`src/rtl/fault_sup_pkg.sv`:
```
/*
 * Constants for the motor bridge fault supervisor: timing in nanoseconds,
 * derived cycle counts and counter widths.
 * Assumes a single 200 MHz clock.
 */
package fault_sup_pkg;
  // ****************************************************************
  // Clock and channel count
  // ****************************************************************
  localparam int CLK_MHZ          = 200;
  localparam int NUM_CH           = 4;

  // ****************************************************************
  // Times as printed, in ns
  // ****************************************************************
  localparam int OC_QUAL_NS       = 2000;
  localparam int RETRY_NS         = 128000;
  localparam int TRIAL_NS         = 2000;
  localparam int PS_LOW_NS        = 10000;
  localparam int SETTLE_NS        = 50000;

  // ****************************************************************
  // Cycle counts (least times round up)
  // ****************************************************************
  localparam int OC_QUAL_CYC      = (OC_QUAL_NS * CLK_MHZ + 999) / 1000;
  localparam int RETRY_CYC        = (RETRY_NS * CLK_MHZ + 999) / 1000;
  localparam int TRIAL_CYC        = (TRIAL_NS * CLK_MHZ + 999) / 1000;
  localparam int PS_LOW_CYC       = (PS_LOW_NS * CLK_MHZ + 999) / 1000;
  localparam int SETTLE_CYC       = (SETTLE_NS * CLK_MHZ + 999) / 1000;

  localparam int CNT_W            = 16;
  localparam logic [CNT_W-1:0] CNT_ZERO = 16'h0000;

  typedef enum logic [1:0] {OC_IDLE, OC_RETRY, OC_TRIAL, OC_LATCHED} oc_state_type;
endpackage : fault_sup_pkg

```
`src/rtl/fault_sup.sv`:
```
/*
 * Fault supervisor for a quad H-bridge: undervoltage, overtemperature and
 * overcurrent gating of the bridge drive, with timed overcurrent retry.
 * Assumes analog monitors and host pins are asynchronous to clk.
 */
`timescale 1ns/1ps

module fault_sup
  import fault_sup_pkg::*;
(
  // Clock and reset
  input  wire logic                             clk,
  input  wire logic                             rst,
  // Analog monitor indications
  input  wire logic                             undervoltage_in,
  input  wire logic                             supply_good_in,
  input  wire logic                             overtemp_in,
  input  wire logic                             oc_high_side_in,
  input  wire logic                             oc_low_side_in,
  // Host controls
  input  wire logic                             power_save_input,
  input  wire logic [fault_sup_pkg::NUM_CH-1:0] channel_enable_input,
  input  wire logic [fault_sup_pkg::NUM_CH-1:0] channel_dir_input,
  // Bridge drive
  output logic [fault_sup_pkg::NUM_CH-1:0]      bridge_on_q,
  output logic [fault_sup_pkg::NUM_CH-1:0]      bridge_dir_q,
  // Status
  output logic                                  undervoltage_shutdown_q,
  output logic                                  thermal_shutdown_q,
  output logic                                  overcurrent_protection_q
);
  import fault_sup_pkg::*;

  // ****************************************************************
  // Synchronisers
  // ****************************************************************
  localparam int NSYNC = 6 + 2 * NUM_CH;
  logic [NSYNC-1:0] raw;
  logic [NSYNC-1:0] s1_q;
  logic [NSYNC-1:0] s2_q;
  assign raw = {channel_dir_input, channel_enable_input, power_save_input,
                oc_low_side_in, oc_high_side_in, overtemp_in,
                supply_good_in, undervoltage_in};

  // Only the second stage is read by logic
  always_ff @(posedge clk or posedge rst) begin
    if (rst) begin
      s1_q <= '0;
      s2_q <= '0;
    end else begin
      s1_q <= raw;
      s2_q <= s1_q;
    end
  end

  logic              uv_s, good_s, ot_s, oc_s, ps_s;
  logic [NUM_CH-1:0] en_s, dir_s;
  assign uv_s   = s2_q[0];
  assign good_s = s2_q[1];
  assign ot_s   = s2_q[2];
  assign oc_s   = s2_q[3] | s2_q[4];
  assign ps_s   = s2_q[5];
  assign en_s   = s2_q[6 +: NUM_CH];
  assign dir_s  = s2_q[6+NUM_CH +: NUM_CH];

  // ****************************************************************
  // Undervoltage shutdown
  // ****************************************************************
  // Held until the supply-good indication returns and undervoltage lifts
  logic uv_q;
  always_ff @(posedge clk or posedge rst) begin
    if (rst) uv_q <= 1'b1;
    else if (uv_s) uv_q <= 1'b1;
    else if (good_s) uv_q <= 1'b0;
  end

  // ****************************************************************
  // Regulator settle timer
  // ****************************************************************
  logic [CNT_W-1:0] settle_q;
  logic             ready_q;
  always_ff @(posedge clk or posedge rst) begin
    if (rst) begin
      settle_q <= CNT_ZERO;
      ready_q  <= 1'b0;
    end else if (uv_q || !ps_s) begin
      settle_q <= CNT_ZERO;
      ready_q  <= 1'b0;
    end else if (!ready_q) begin
      if (settle_q == CNT_W'(SETTLE_CYC - 1)) ready_q <= 1'b1;
      else settle_q <= settle_q + 1'b1;
    end
  end

  // ****************************************************************
  // Overcurrent sequencer
  // ****************************************************************
  oc_state_type     oc_state_q;
  logic [CNT_W-1:0] qual_q;
  logic [CNT_W-1:0] tmr_q;
  logic [CNT_W-1:0] ps_low_q;
  logic             ps_pulse_ok_q;
  logic             qual_hit;
  assign qual_hit = oc_s && (qual_q == CNT_W'(OC_QUAL_CYC - 1));

  // Qualify counter runs only in idle; a trip in the trial latches at once
  always_ff @(posedge clk or posedge rst) begin
    if (rst) qual_q <= CNT_ZERO;
    else if (uv_q || !oc_s || oc_state_q != OC_IDLE) qual_q <= CNT_ZERO;
    else if (!qual_hit) qual_q <= qual_q + 1'b1;
  end

  // Power-save low-time measurement for the latch release
  always_ff @(posedge clk or posedge rst) begin
    if (rst) begin
      ps_low_q      <= CNT_ZERO;
      ps_pulse_ok_q <= 1'b0;
    end else if (uv_q || ps_s) begin
      ps_low_q      <= CNT_ZERO;
      // Held until power-save goes high: an old pulse must not release a later latch
      ps_pulse_ok_q <= 1'b0;
    end else if (ps_low_q == CNT_W'(PS_LOW_CYC - 1)) begin
      ps_pulse_ok_q <= 1'b1;
    end else begin
      ps_low_q <= ps_low_q + 1'b1;
    end
  end

  always_ff @(posedge clk or posedge rst) begin
    if (rst) begin
      oc_state_q <= OC_IDLE;
      tmr_q      <= CNT_ZERO;
    end else if (uv_q) begin
      oc_state_q <= OC_IDLE;
      tmr_q      <= CNT_ZERO;
    end else begin
      case (oc_state_q)
        OC_IDLE: begin
          tmr_q <= CNT_ZERO;
          if (qual_hit) oc_state_q <= OC_RETRY;
        end
        OC_RETRY: begin
          if (tmr_q == CNT_W'(RETRY_CYC - 1)) begin
            tmr_q      <= CNT_ZERO;
            oc_state_q <= OC_TRIAL;
          end else tmr_q <= tmr_q + 1'b1;
        end
        OC_TRIAL: begin
          if (oc_s) oc_state_q <= OC_LATCHED;
          else if (tmr_q == CNT_W'(TRIAL_CYC - 1)) oc_state_q <= OC_IDLE;
          else tmr_q <= tmr_q + 1'b1;
        end
        OC_LATCHED: begin
          // Release needs high after a qualified low, with the trip gone
          if (ps_s && ps_pulse_ok_q && !oc_s) oc_state_q <= OC_IDLE;
        end
        default: oc_state_q <= OC_IDLE;
      endcase
    end
  end

  // ****************************************************************
  // Output gating
  // ****************************************************************
  // Off under undervoltage, overtemp, retry, latch or a qualify hit; a trip in the trial gates one cycle late; thermal release needs no latch clear
  always_ff @(posedge clk or posedge rst) begin
    if (rst) begin
      bridge_on_q              <= '0;
      bridge_dir_q             <= '0;
      undervoltage_shutdown_q  <= 1'b1;
      thermal_shutdown_q       <= 1'b0;
      overcurrent_protection_q <= 1'b0;
    end else begin
      undervoltage_shutdown_q  <= uv_q;
      thermal_shutdown_q       <= !uv_q && !uv_s && ot_s;
      overcurrent_protection_q <= !uv_q && !uv_s && !ot_s && (oc_state_q == OC_RETRY ||
                                  oc_state_q == OC_LATCHED);
      bridge_dir_q             <= dir_s;
      if (uv_q || uv_s) bridge_on_q <= '0;
      else if (ot_s) bridge_on_q <= '0;
      else if (oc_state_q == OC_RETRY || oc_state_q == OC_LATCHED || qual_hit)
        bridge_on_q <= '0;
      else if (ready_q) bridge_on_q <= en_s;
      else bridge_on_q <= '0;
    end
  end

  // ****************************************************************
  // Assertions
  // ****************************************************************
  property p_uv_off;
    @(posedge clk) disable iff (rst) uv_q |=> (bridge_on_q == '0);
  endproperty
  a_uv_off: assert property (p_uv_off) else $error("on during undervoltage");

  property p_uv_clear;
    @(posedge clk) disable iff (rst) uv_q |=> oc_state_q == OC_IDLE || uv_q;
  endproperty
  a_uv_clear: assert property (p_uv_clear) else $error("oc state kept");

  property p_uv_recover;
    @(posedge clk) disable iff (rst) (uv_q && !uv_s && good_s) |=> !uv_q;
  endproperty
  a_uv_recover: assert property (p_uv_recover) else $error("no uv recovery");

  property p_ot_off;
    @(posedge clk) disable iff (rst) ot_s |=> (bridge_on_q == '0);
  endproperty
  a_ot_off: assert property (p_ot_off) else $error("on during overtemp");

  property p_ot_release;
    @(posedge clk) disable iff (rst)
      (!uv_q && !ot_s && ready_q && oc_state_q == OC_IDLE && !qual_hit)
      |=> bridge_on_q == $past(en_s);
  endproperty
  a_ot_release: assert property (p_ot_release) else $error("no follow");

  property p_qual;
    @(posedge clk) disable iff (rst)
      (oc_state_q == OC_IDLE && !uv_q && oc_s && qual_q == CNT_ZERO) ##0 oc_s [*8]
      |-> oc_state_q == OC_IDLE;
  endproperty
  a_qual: assert property (p_qual) else $error("trip too early");

  // Own count of the retry length, so the check does not reuse tmr_q
  logic [CNT_W-1:0] retry_len_q;
  always_ff @(posedge clk or posedge rst) begin
    if (rst) retry_len_q <= CNT_ZERO;
    else if (oc_state_q == OC_RETRY) retry_len_q <= retry_len_q + 1'b1;
    else retry_len_q <= CNT_ZERO;
  end

  property p_trial;
    @(posedge clk) disable iff (rst)
      (oc_state_q == OC_RETRY && !uv_q)
      |=> (oc_state_q == OC_TRIAL) == (retry_len_q == CNT_W'(RETRY_CYC));
  endproperty
  a_trial: assert property (p_trial) else $error("retry length");

  property p_latch;
    @(posedge clk) disable iff (rst)
      (oc_state_q == OC_TRIAL && oc_s && !uv_q) |=> oc_state_q == OC_LATCHED;
  endproperty
  a_latch: assert property (p_latch) else $error("no latch");

  property p_release;
    @(posedge clk) disable iff (rst)
      (oc_state_q == OC_LATCHED && $past(oc_state_q) == OC_LATCHED && !uv_q
       && !(ps_s && ps_pulse_ok_q && !oc_s)) |=> oc_state_q == OC_LATCHED;
  endproperty
  a_release: assert property (p_release) else $error("latch dropped");

  property p_release_edge;
    @(posedge clk) disable iff (rst)
      (oc_state_q == OC_LATCHED && !uv_q) ##1 (oc_state_q == OC_IDLE)
      |-> $past(ps_s) && !$past(ps_s, 2);
  endproperty
  a_release_edge: assert property (p_release_edge) else $error("stale release");

  c_trip:   cover property (@(posedge clk) oc_state_q == OC_RETRY);
  c_latch:  cover property (@(posedge clk) oc_state_q == OC_LATCHED);
  c_clear:  cover property (@(posedge clk) oc_state_q == OC_LATCHED ##1 oc_state_q == OC_IDLE);
  c_thermal: cover property (@(posedge clk) thermal_shutdown_q);
endmodule : fault_sup

```
`config.mk`:
```
export PLATFORM = sky130hd
export DESIGN_NAME = fault_sup
export DESIGN_NICKNAME = d
export VERILOG_FILES = /design/src/rtl/fault_sup_pkg.sv /design/src/rtl/fault_sup.sv
export SDC_FILE = /design/constraint.sdc
export NUM_CORES = 1
export LEC_CHECK = 0
export BUFFER_PORTS_ARGS = -buffer_cell sky130_fd_sc_hd__buf_2
export CAP_MARGIN = 20
export CORE_MARGIN = 2
export CORE_UTILIZATION = 55
export CTS_BUF_LIST = sky130_fd_sc_hd__clkbuf_8
export DETAILED_ROUTE_END_ITERATION = 8
export GPL_ROUTABILITY_DRIVEN = 0
export GPL_TIMING_DRIVEN = 0
export HOLD_SLACK_MARGIN = 0.1
export PLACE_DENSITY = 0.83
export SLEW_MARGIN = 30
export SYNTH_ARGS = -nofsm -noshare
export SYNTH_HDL_FRONTEND = slang
export SYNTH_SLANG_ARGS = --single-unit
```
`constraint.sdc`:
```
create_clock -name clk -period 4.3 [get_ports clk]
set_clock_uncertainty 0.2 [all_clocks]
set_input_delay 0.645 -clock clk [delete_from_list [all_inputs] [get_ports clk]]
set_output_delay 0.645 -clock clk [all_outputs]
set_load 0.02 [all_outputs]
```
---- Word-level counts from Yosys, hierarchy flattened ----
Cells that the tools add are included.
Widths: inputs -> output; s select.
word-level totals
  output and inout port bits .............. 11
  flip-flop bits (word level) ............. 108
  logic and storage cells ................. 95
  input bits .............................. 16
operators by class
  reduce and logical (&&, ||, !) cells .... 27
  equal/unequal tests ..................... 18
  bitwise gates (word level) .............. 1
  add/sub/neg operators ................... 4
  muxes and demuxes ....................... 30
operators by type and width
  operator               number
  $mux 16                11
  $add 16x1->16 const B  4
  $pmux 16 s3            1
  $eq 16x9->1 const B    2
  $eq 16x11->1 const B   1
  $eq 16x14->1 const B   1
  $eq 16x15->1 const B   1
  $mux 4                 4
  $ne 3x3->1 const B     5
  $mux 2                 6
  $pmux 2 s4             1
  $logic_and 1x1->1      7
  $logic_or 1x1->1       7
  $mux 1                 7
  $reduce_bool 2->1      3
  $logic_not 1->1        5
  $eq 2x2->1 const B     2
  $ne 2x1->1 const B     2
  $ne 2x2->1 const B     2
  $ne 4x4->1 const B     1
  $reduce_and 4->1       1
  $reduce_bool 4->1      1
  $reduce_and 3->1       1
  $eq 2x1->1 const B     1
  other kinds (3)        3

---- Logic depth before layout (Yosys ltp) ----
  word-level depth ........................ 6
  mapped depth ............................ 7

---- Worst setup path after synthesis ----
Ideal clock, no wire load.
  path kind ............................... reg-to-reg
  from .................................... reg qual_q[10]
  to ...................................... reg oc_state_q[1]
  stages on the path, launching flop included .. 6
  path buffers ............................ 0
  required time ........................... 3999 ps
  arrival ................................. 2121 ps
  path slack .............................. 1878 ps
  clock period less this slack ............ 2422 ps
  library setup time ...................... 101 ps
  path through ............................ dfrtp_1 > or4_4 > or3_4 > o21a_1 > or3_4 > o32ai_1
on the way
  longest elaborated chain between the ends .. 4
ends and longest elaborated chain
  element                            RTL line          text
  start: declaration                 fault_sup.sv:99   logic [CNT_W-1:0] qual_q;
  start signal: assignment           fault_sup.sv:110  else if (!qual_hit) qual_q <= qual_q + 1'b1;
  $eq 16x9->1                        fault_sup.sv:104  assign qual_hit = oc_s && (qual_q == CNT_W'(OC_QUAL_CYC - 1));
  $logic_and 1x1->1                  fault_sup.sv:104
  $ne 3x3->1 (no source line)        n/a
  $reduce_and 4->1 (no source line)  n/a
  end signal: assignment             fault_sup.sv:131  oc_state_q <= OC_IDLE;
  end signal: assignment             fault_sup.sv:134  oc_state_q <= OC_IDLE;
  end signal: assignment             fault_sup.sv:140  if (qual_hit) oc_state_q <= OC_RETRY;
  end: declaration                   fault_sup.sv:98   oc_state_type oc_state_q;
Every way passes these cells.
A chain may end at the register's enable or synchronous reset.

---- Final worst setup path ----
  from .................................... reg tmr_q[11]
  to ...................................... reg tmr_q[15]
on the way
  longest elaborated chain between the ends .. 5
ends and longest elaborated chain
  element                   RTL line                            text
  start: declaration        fault_sup.sv:100                    logic [CNT_W-1:0] tmr_q;
  start signal: assignment  fault_sup.sv:146                    end else tmr_q <= tmr_q + 1'b1;
  start signal: assignment  fault_sup.sv:151                    else tmr_q <= tmr_q + 1'b1;
  $add 16x1->16             fault_sup.sv:146, fault_sup.sv:151
  $mux 16                   fault_sup.sv:150                    else if (tmr_q == CNT_W'(TRIAL_CYC - 1)) oc_state_q <= OC_IDLE;
  $mux 16                   fault_sup.sv:149                    if (oc_s) oc_state_q <= OC_LATCHED;
  $pmux 16 s3               fault_sup.sv:137                    case (oc_state_q)
  $mux 16                   fault_sup.sv:133                    end else if (uv_q) begin
Several ways; a longest one is shown, not always the timed one. The select of a mux whose other input is x is not followed.

==> results_dict.tcl <==
set metrics [dict create \
    fmax_mhz 369 \
    yosysWarnings 0 \
    slew_viol_final 0 \
    path_clk_slew_ns 0.11 \
    setup_violations 0 \
    critical-path-top-delay-family "simple AND/OR/NAND/NOR gates" \
    cp.arrival_ns 2.77 \
    critPathMaxFanout 10 \
    setup-tns-final_ns 0 \
    die_height_um 96.3 \
    path_class "reg2reg" \
    async_flop_share_pct 100 \
    numCtsBuffers 9 \
    status "finished, final reports clean" \
    cts.path.max_buffers 2 \
    wl_per_cell_um 14.7 \
    maxCapViolations 0 \
    cp.required_ns 4.36 \
    hold_violations 0 \
    io_buffers 26 \
    drive_gt1_share_pct 10.8 \
    placed_area_um2 4980 \
    dr.pass1.iters 4 \
    layout-area-overhead-vs-synth_pct 10.7 \
    final_cells 585 \
    max_stage_delay_ns 0.58 \
    dieArea_um2 9270 \
    drtIter0Drc 170 \
    drt-vias-per-instance 5.70 \
    cp-end-kind "flop" \
    crit_cells 6 \
    max-vdd-ir-drop_v 0.000217 \
    grt_max_degree 67 \
    place_hpwl_um 5630 \
    core_area_um2 8220 \
    rsz0062_at_grt "no" \
    critical_path_buf_inv_count 1 \
    vias 3335 \
    rows 33 \
    synth_area_um2 4680 \
    numPlacedInstances 569 \
    grt_pass1_vias 3315 \
    crit_chain "or4_1 -> nor4_1 -> o221a_2 -> buf_2 -> o21ai_1 -> a22o_1" \
    die_w_um 96.3 \
    syn_nets 462 \
    cts_max_level 3 \
    tightestPinTransition_ns 0.720 \
    synth_cell_type_count 51 \
    maxSlewHeadroom_pct 51.8 \
    io_pins 27 \
    powerDensity_nw_per_um2 333 \
    finalCriticalPeriod_ns 2.71 \
    antenna_found_initial 0 \
    r2r_cells 6 \
    cts_setup_buffers 0 \
    synth-seq-area-share_pct 57.8 \
    drc 0 \
    cp-start-kind "flop" \
    cts_tree "built" \
    root_buffer "clkbuf_8" \
    min_path_cells 0 \
    gr-total-overflow 0 \
    ant_nets 0 \
    clkLatencyLatePin_ns 0.37 \
    p_leak_uw 0.00234 \
    grt_util_all_layers_pct 20.5 \
    syn_area_per_cell_um2 10.7 \
    post_cts_resized 0 \
    grt_pass1_wl_um 14700 \
    start_util_pct 57.0 \
    synthCells 437 \
    final.period_utilization_pct 63.1 \
    drt_wl_total_um 8600 \
    diodes 0 \
    synth_ff_type "dfrtp_1" \
    hp-class "reg2reg" \
    synth_seq_cells 108 \
    synth_edf_count 0 \
    crit_path_top_delay_cell "or4_1" \
    nNetsFinal 501 \
    final_area_um2 5180 \
    cts_sinks 108 \
]
[placed cells by master (no fill, tap or decap), types with 3 or more instances in the layout]
cell type and n:
and4_1 3, mux2i_1 3, a21o_1 6, inv_1 8, xor2_1 27, or3_1 9
nor2_1 62, xnor2_1 11, a21oi_1 12, nand4_1 12, nor3_1 10, a22o_1 11
and3_1 12, nor4_1 6, ha_1 9, buf_2 27, dfrtp_1 106, or4_1 6
clkbuf_1 6, clkbuf_8 9, nor2b_1 3, and2_1 10, nand3_1 21, nand2_1 30
o21ai_0 19
[registers in the layout, summed over array words and instances, names as in the netlist, 2 cells and up]
register / count
bridge_dir_q: 4
bridge_on_q: 4
oc_state_q: 2
ps_low_q: 16
qual_q: 16
s1_q: 14
s2_q: 14
settle_q: 16
tmr_q: 16
[worst reg2reg max path, delay by kind of cell, from the launching register on]
| kind | cells | cell delay [ns] |
|---|---|---|
| AO/OA/AOI/OAI | 3 | 0.65 |
| buffers and inverters | 1 | 0.24 |
| AND/OR/NAND/NOR | 2 | 1.07 |
| flip-flops | 1 | 0.44 |
[report_power, final]
part | total, µW | internal, µW | switching [µW]
clock | 625 | 274 | 351
sequential | 1040 | 1040 | 9.11
combinational | 56.1 | 16.3 | 39.7
total | 1730 | 1330 | 400
[through the flow]
step	setup WS, ns	hold WS [ns]	utilization [%]	total power, µW
4_1_cts	1.61	0.156	63.1	1740
6_report	1.59	0.155	63.1	1730
5_1_grt	1.47	0.152	63.1	1790
2_1_floorplan	0.613	0.131	-	1100
3_3_place_gp	-0.379	0.131	60.2	1110
3_5_place_dp	1.64	0.135	60.6	1120
[layout make-up]
| class | instances | area, µm² |
|---|---|---|
| tap | 105 | 131 |
| fill | 621 | 3030 |
| multi-input combinational | 311 | 1910 |
| inverter | 10 | 42.5 |
| sequential | 108 | 2710 |
| timing repair buffer | 28 | 168 |
| clock buffer | 9 | 124 |
| clock inverter | 6 | 72.6 |
| buffer | 8 | 31.3 |
[worst paths after layout]
kind                                      endpoint  slack, ns  startpoint
min                                        s2_q[7]       0.16     s1_q[7]
max                                      tmr_q[15]       1.59   tmr_q[11]
min reg2reg                                s2_q[7]       0.16     s1_q[7]
max in group asynchronous  undervoltage_shutdown_q       2.61         rst
max reg2reg                              tmr_q[15]       1.59   tmr_q[11]
min in group asynchronous                 s1_q[11]       0.62         rst
[timing repair]
action	4_1_cts	5_1_grt
hold buffers	1	0
endpoints found under the hold margin	41	0
setup endpoints to repair	0	0
[metal layers]
| metal | track usage [%] | vias to the layer above | wire, µm |
|---|---|---|---|
| li1 | - | 1610 | - |
| met1 | 26.5 | 1639 | 3860 |
| met2 | 33.0 | 71 | 4190 |
| met3 | 5.01 | 15 | 382 |
| met4 | 8.69 | 0 | 159 |
| met5 | 0 | - | 0 |
[logic make-up (layout without fill, tap and decap cells)]
| family | Yosys count | in the layout | synth area share (%) |
|---|---|---|---|
| AOI/OAI and AO/OA | 64 | 64 | 9.00 |
| xor gates and xnor gates | 38 | 38 | 7.11 |
| adders and majority gates | 9 | 9 | 2.40 |
| buffers and inverters | 18 | 61 | 1.47 |
| DFF | 108 | 108 | 57.8 |
| muxes | 3 | 3 | 0.641 |
| and+or+nand+nor | 197 | 197 | 21.6 |
[cell usage after synthesis (2+ instances only)]
master	n	area, µm²
nand2b_1	2	12.5
or4_1	6	45.0
xor2_1	27	236
mux2i_1	3	30.0
and4_1	3	26.3
dfstp_2	2	52.6
clkbuf_1	6	22.5
o21ai_1	2	10.0
a21o_1	6	45.0
nand2_1	30	113
and2_1	10	62.6
or3_1	9	56.3
a211oi_1	2	15.0
nand4_1	12	75.1
ha_1	9	113
a21oi_1	12	60.1
or3_4	2	22.5
or2_2	2	12.5
dfrtp_1	106	2650
and3_1	12	75.1
inv_1	9	33.8
nor3_1	10	50.1
nor2b_1	3	18.8
o21ai_0	19	95.1
nor2_1	62	233
a22o_1	11	96.3
nor4_1	6	37.5
xnor2_1	11	96.3
nand3_1	21	105
No activity file was read; power rests on OpenSTA's default activity.
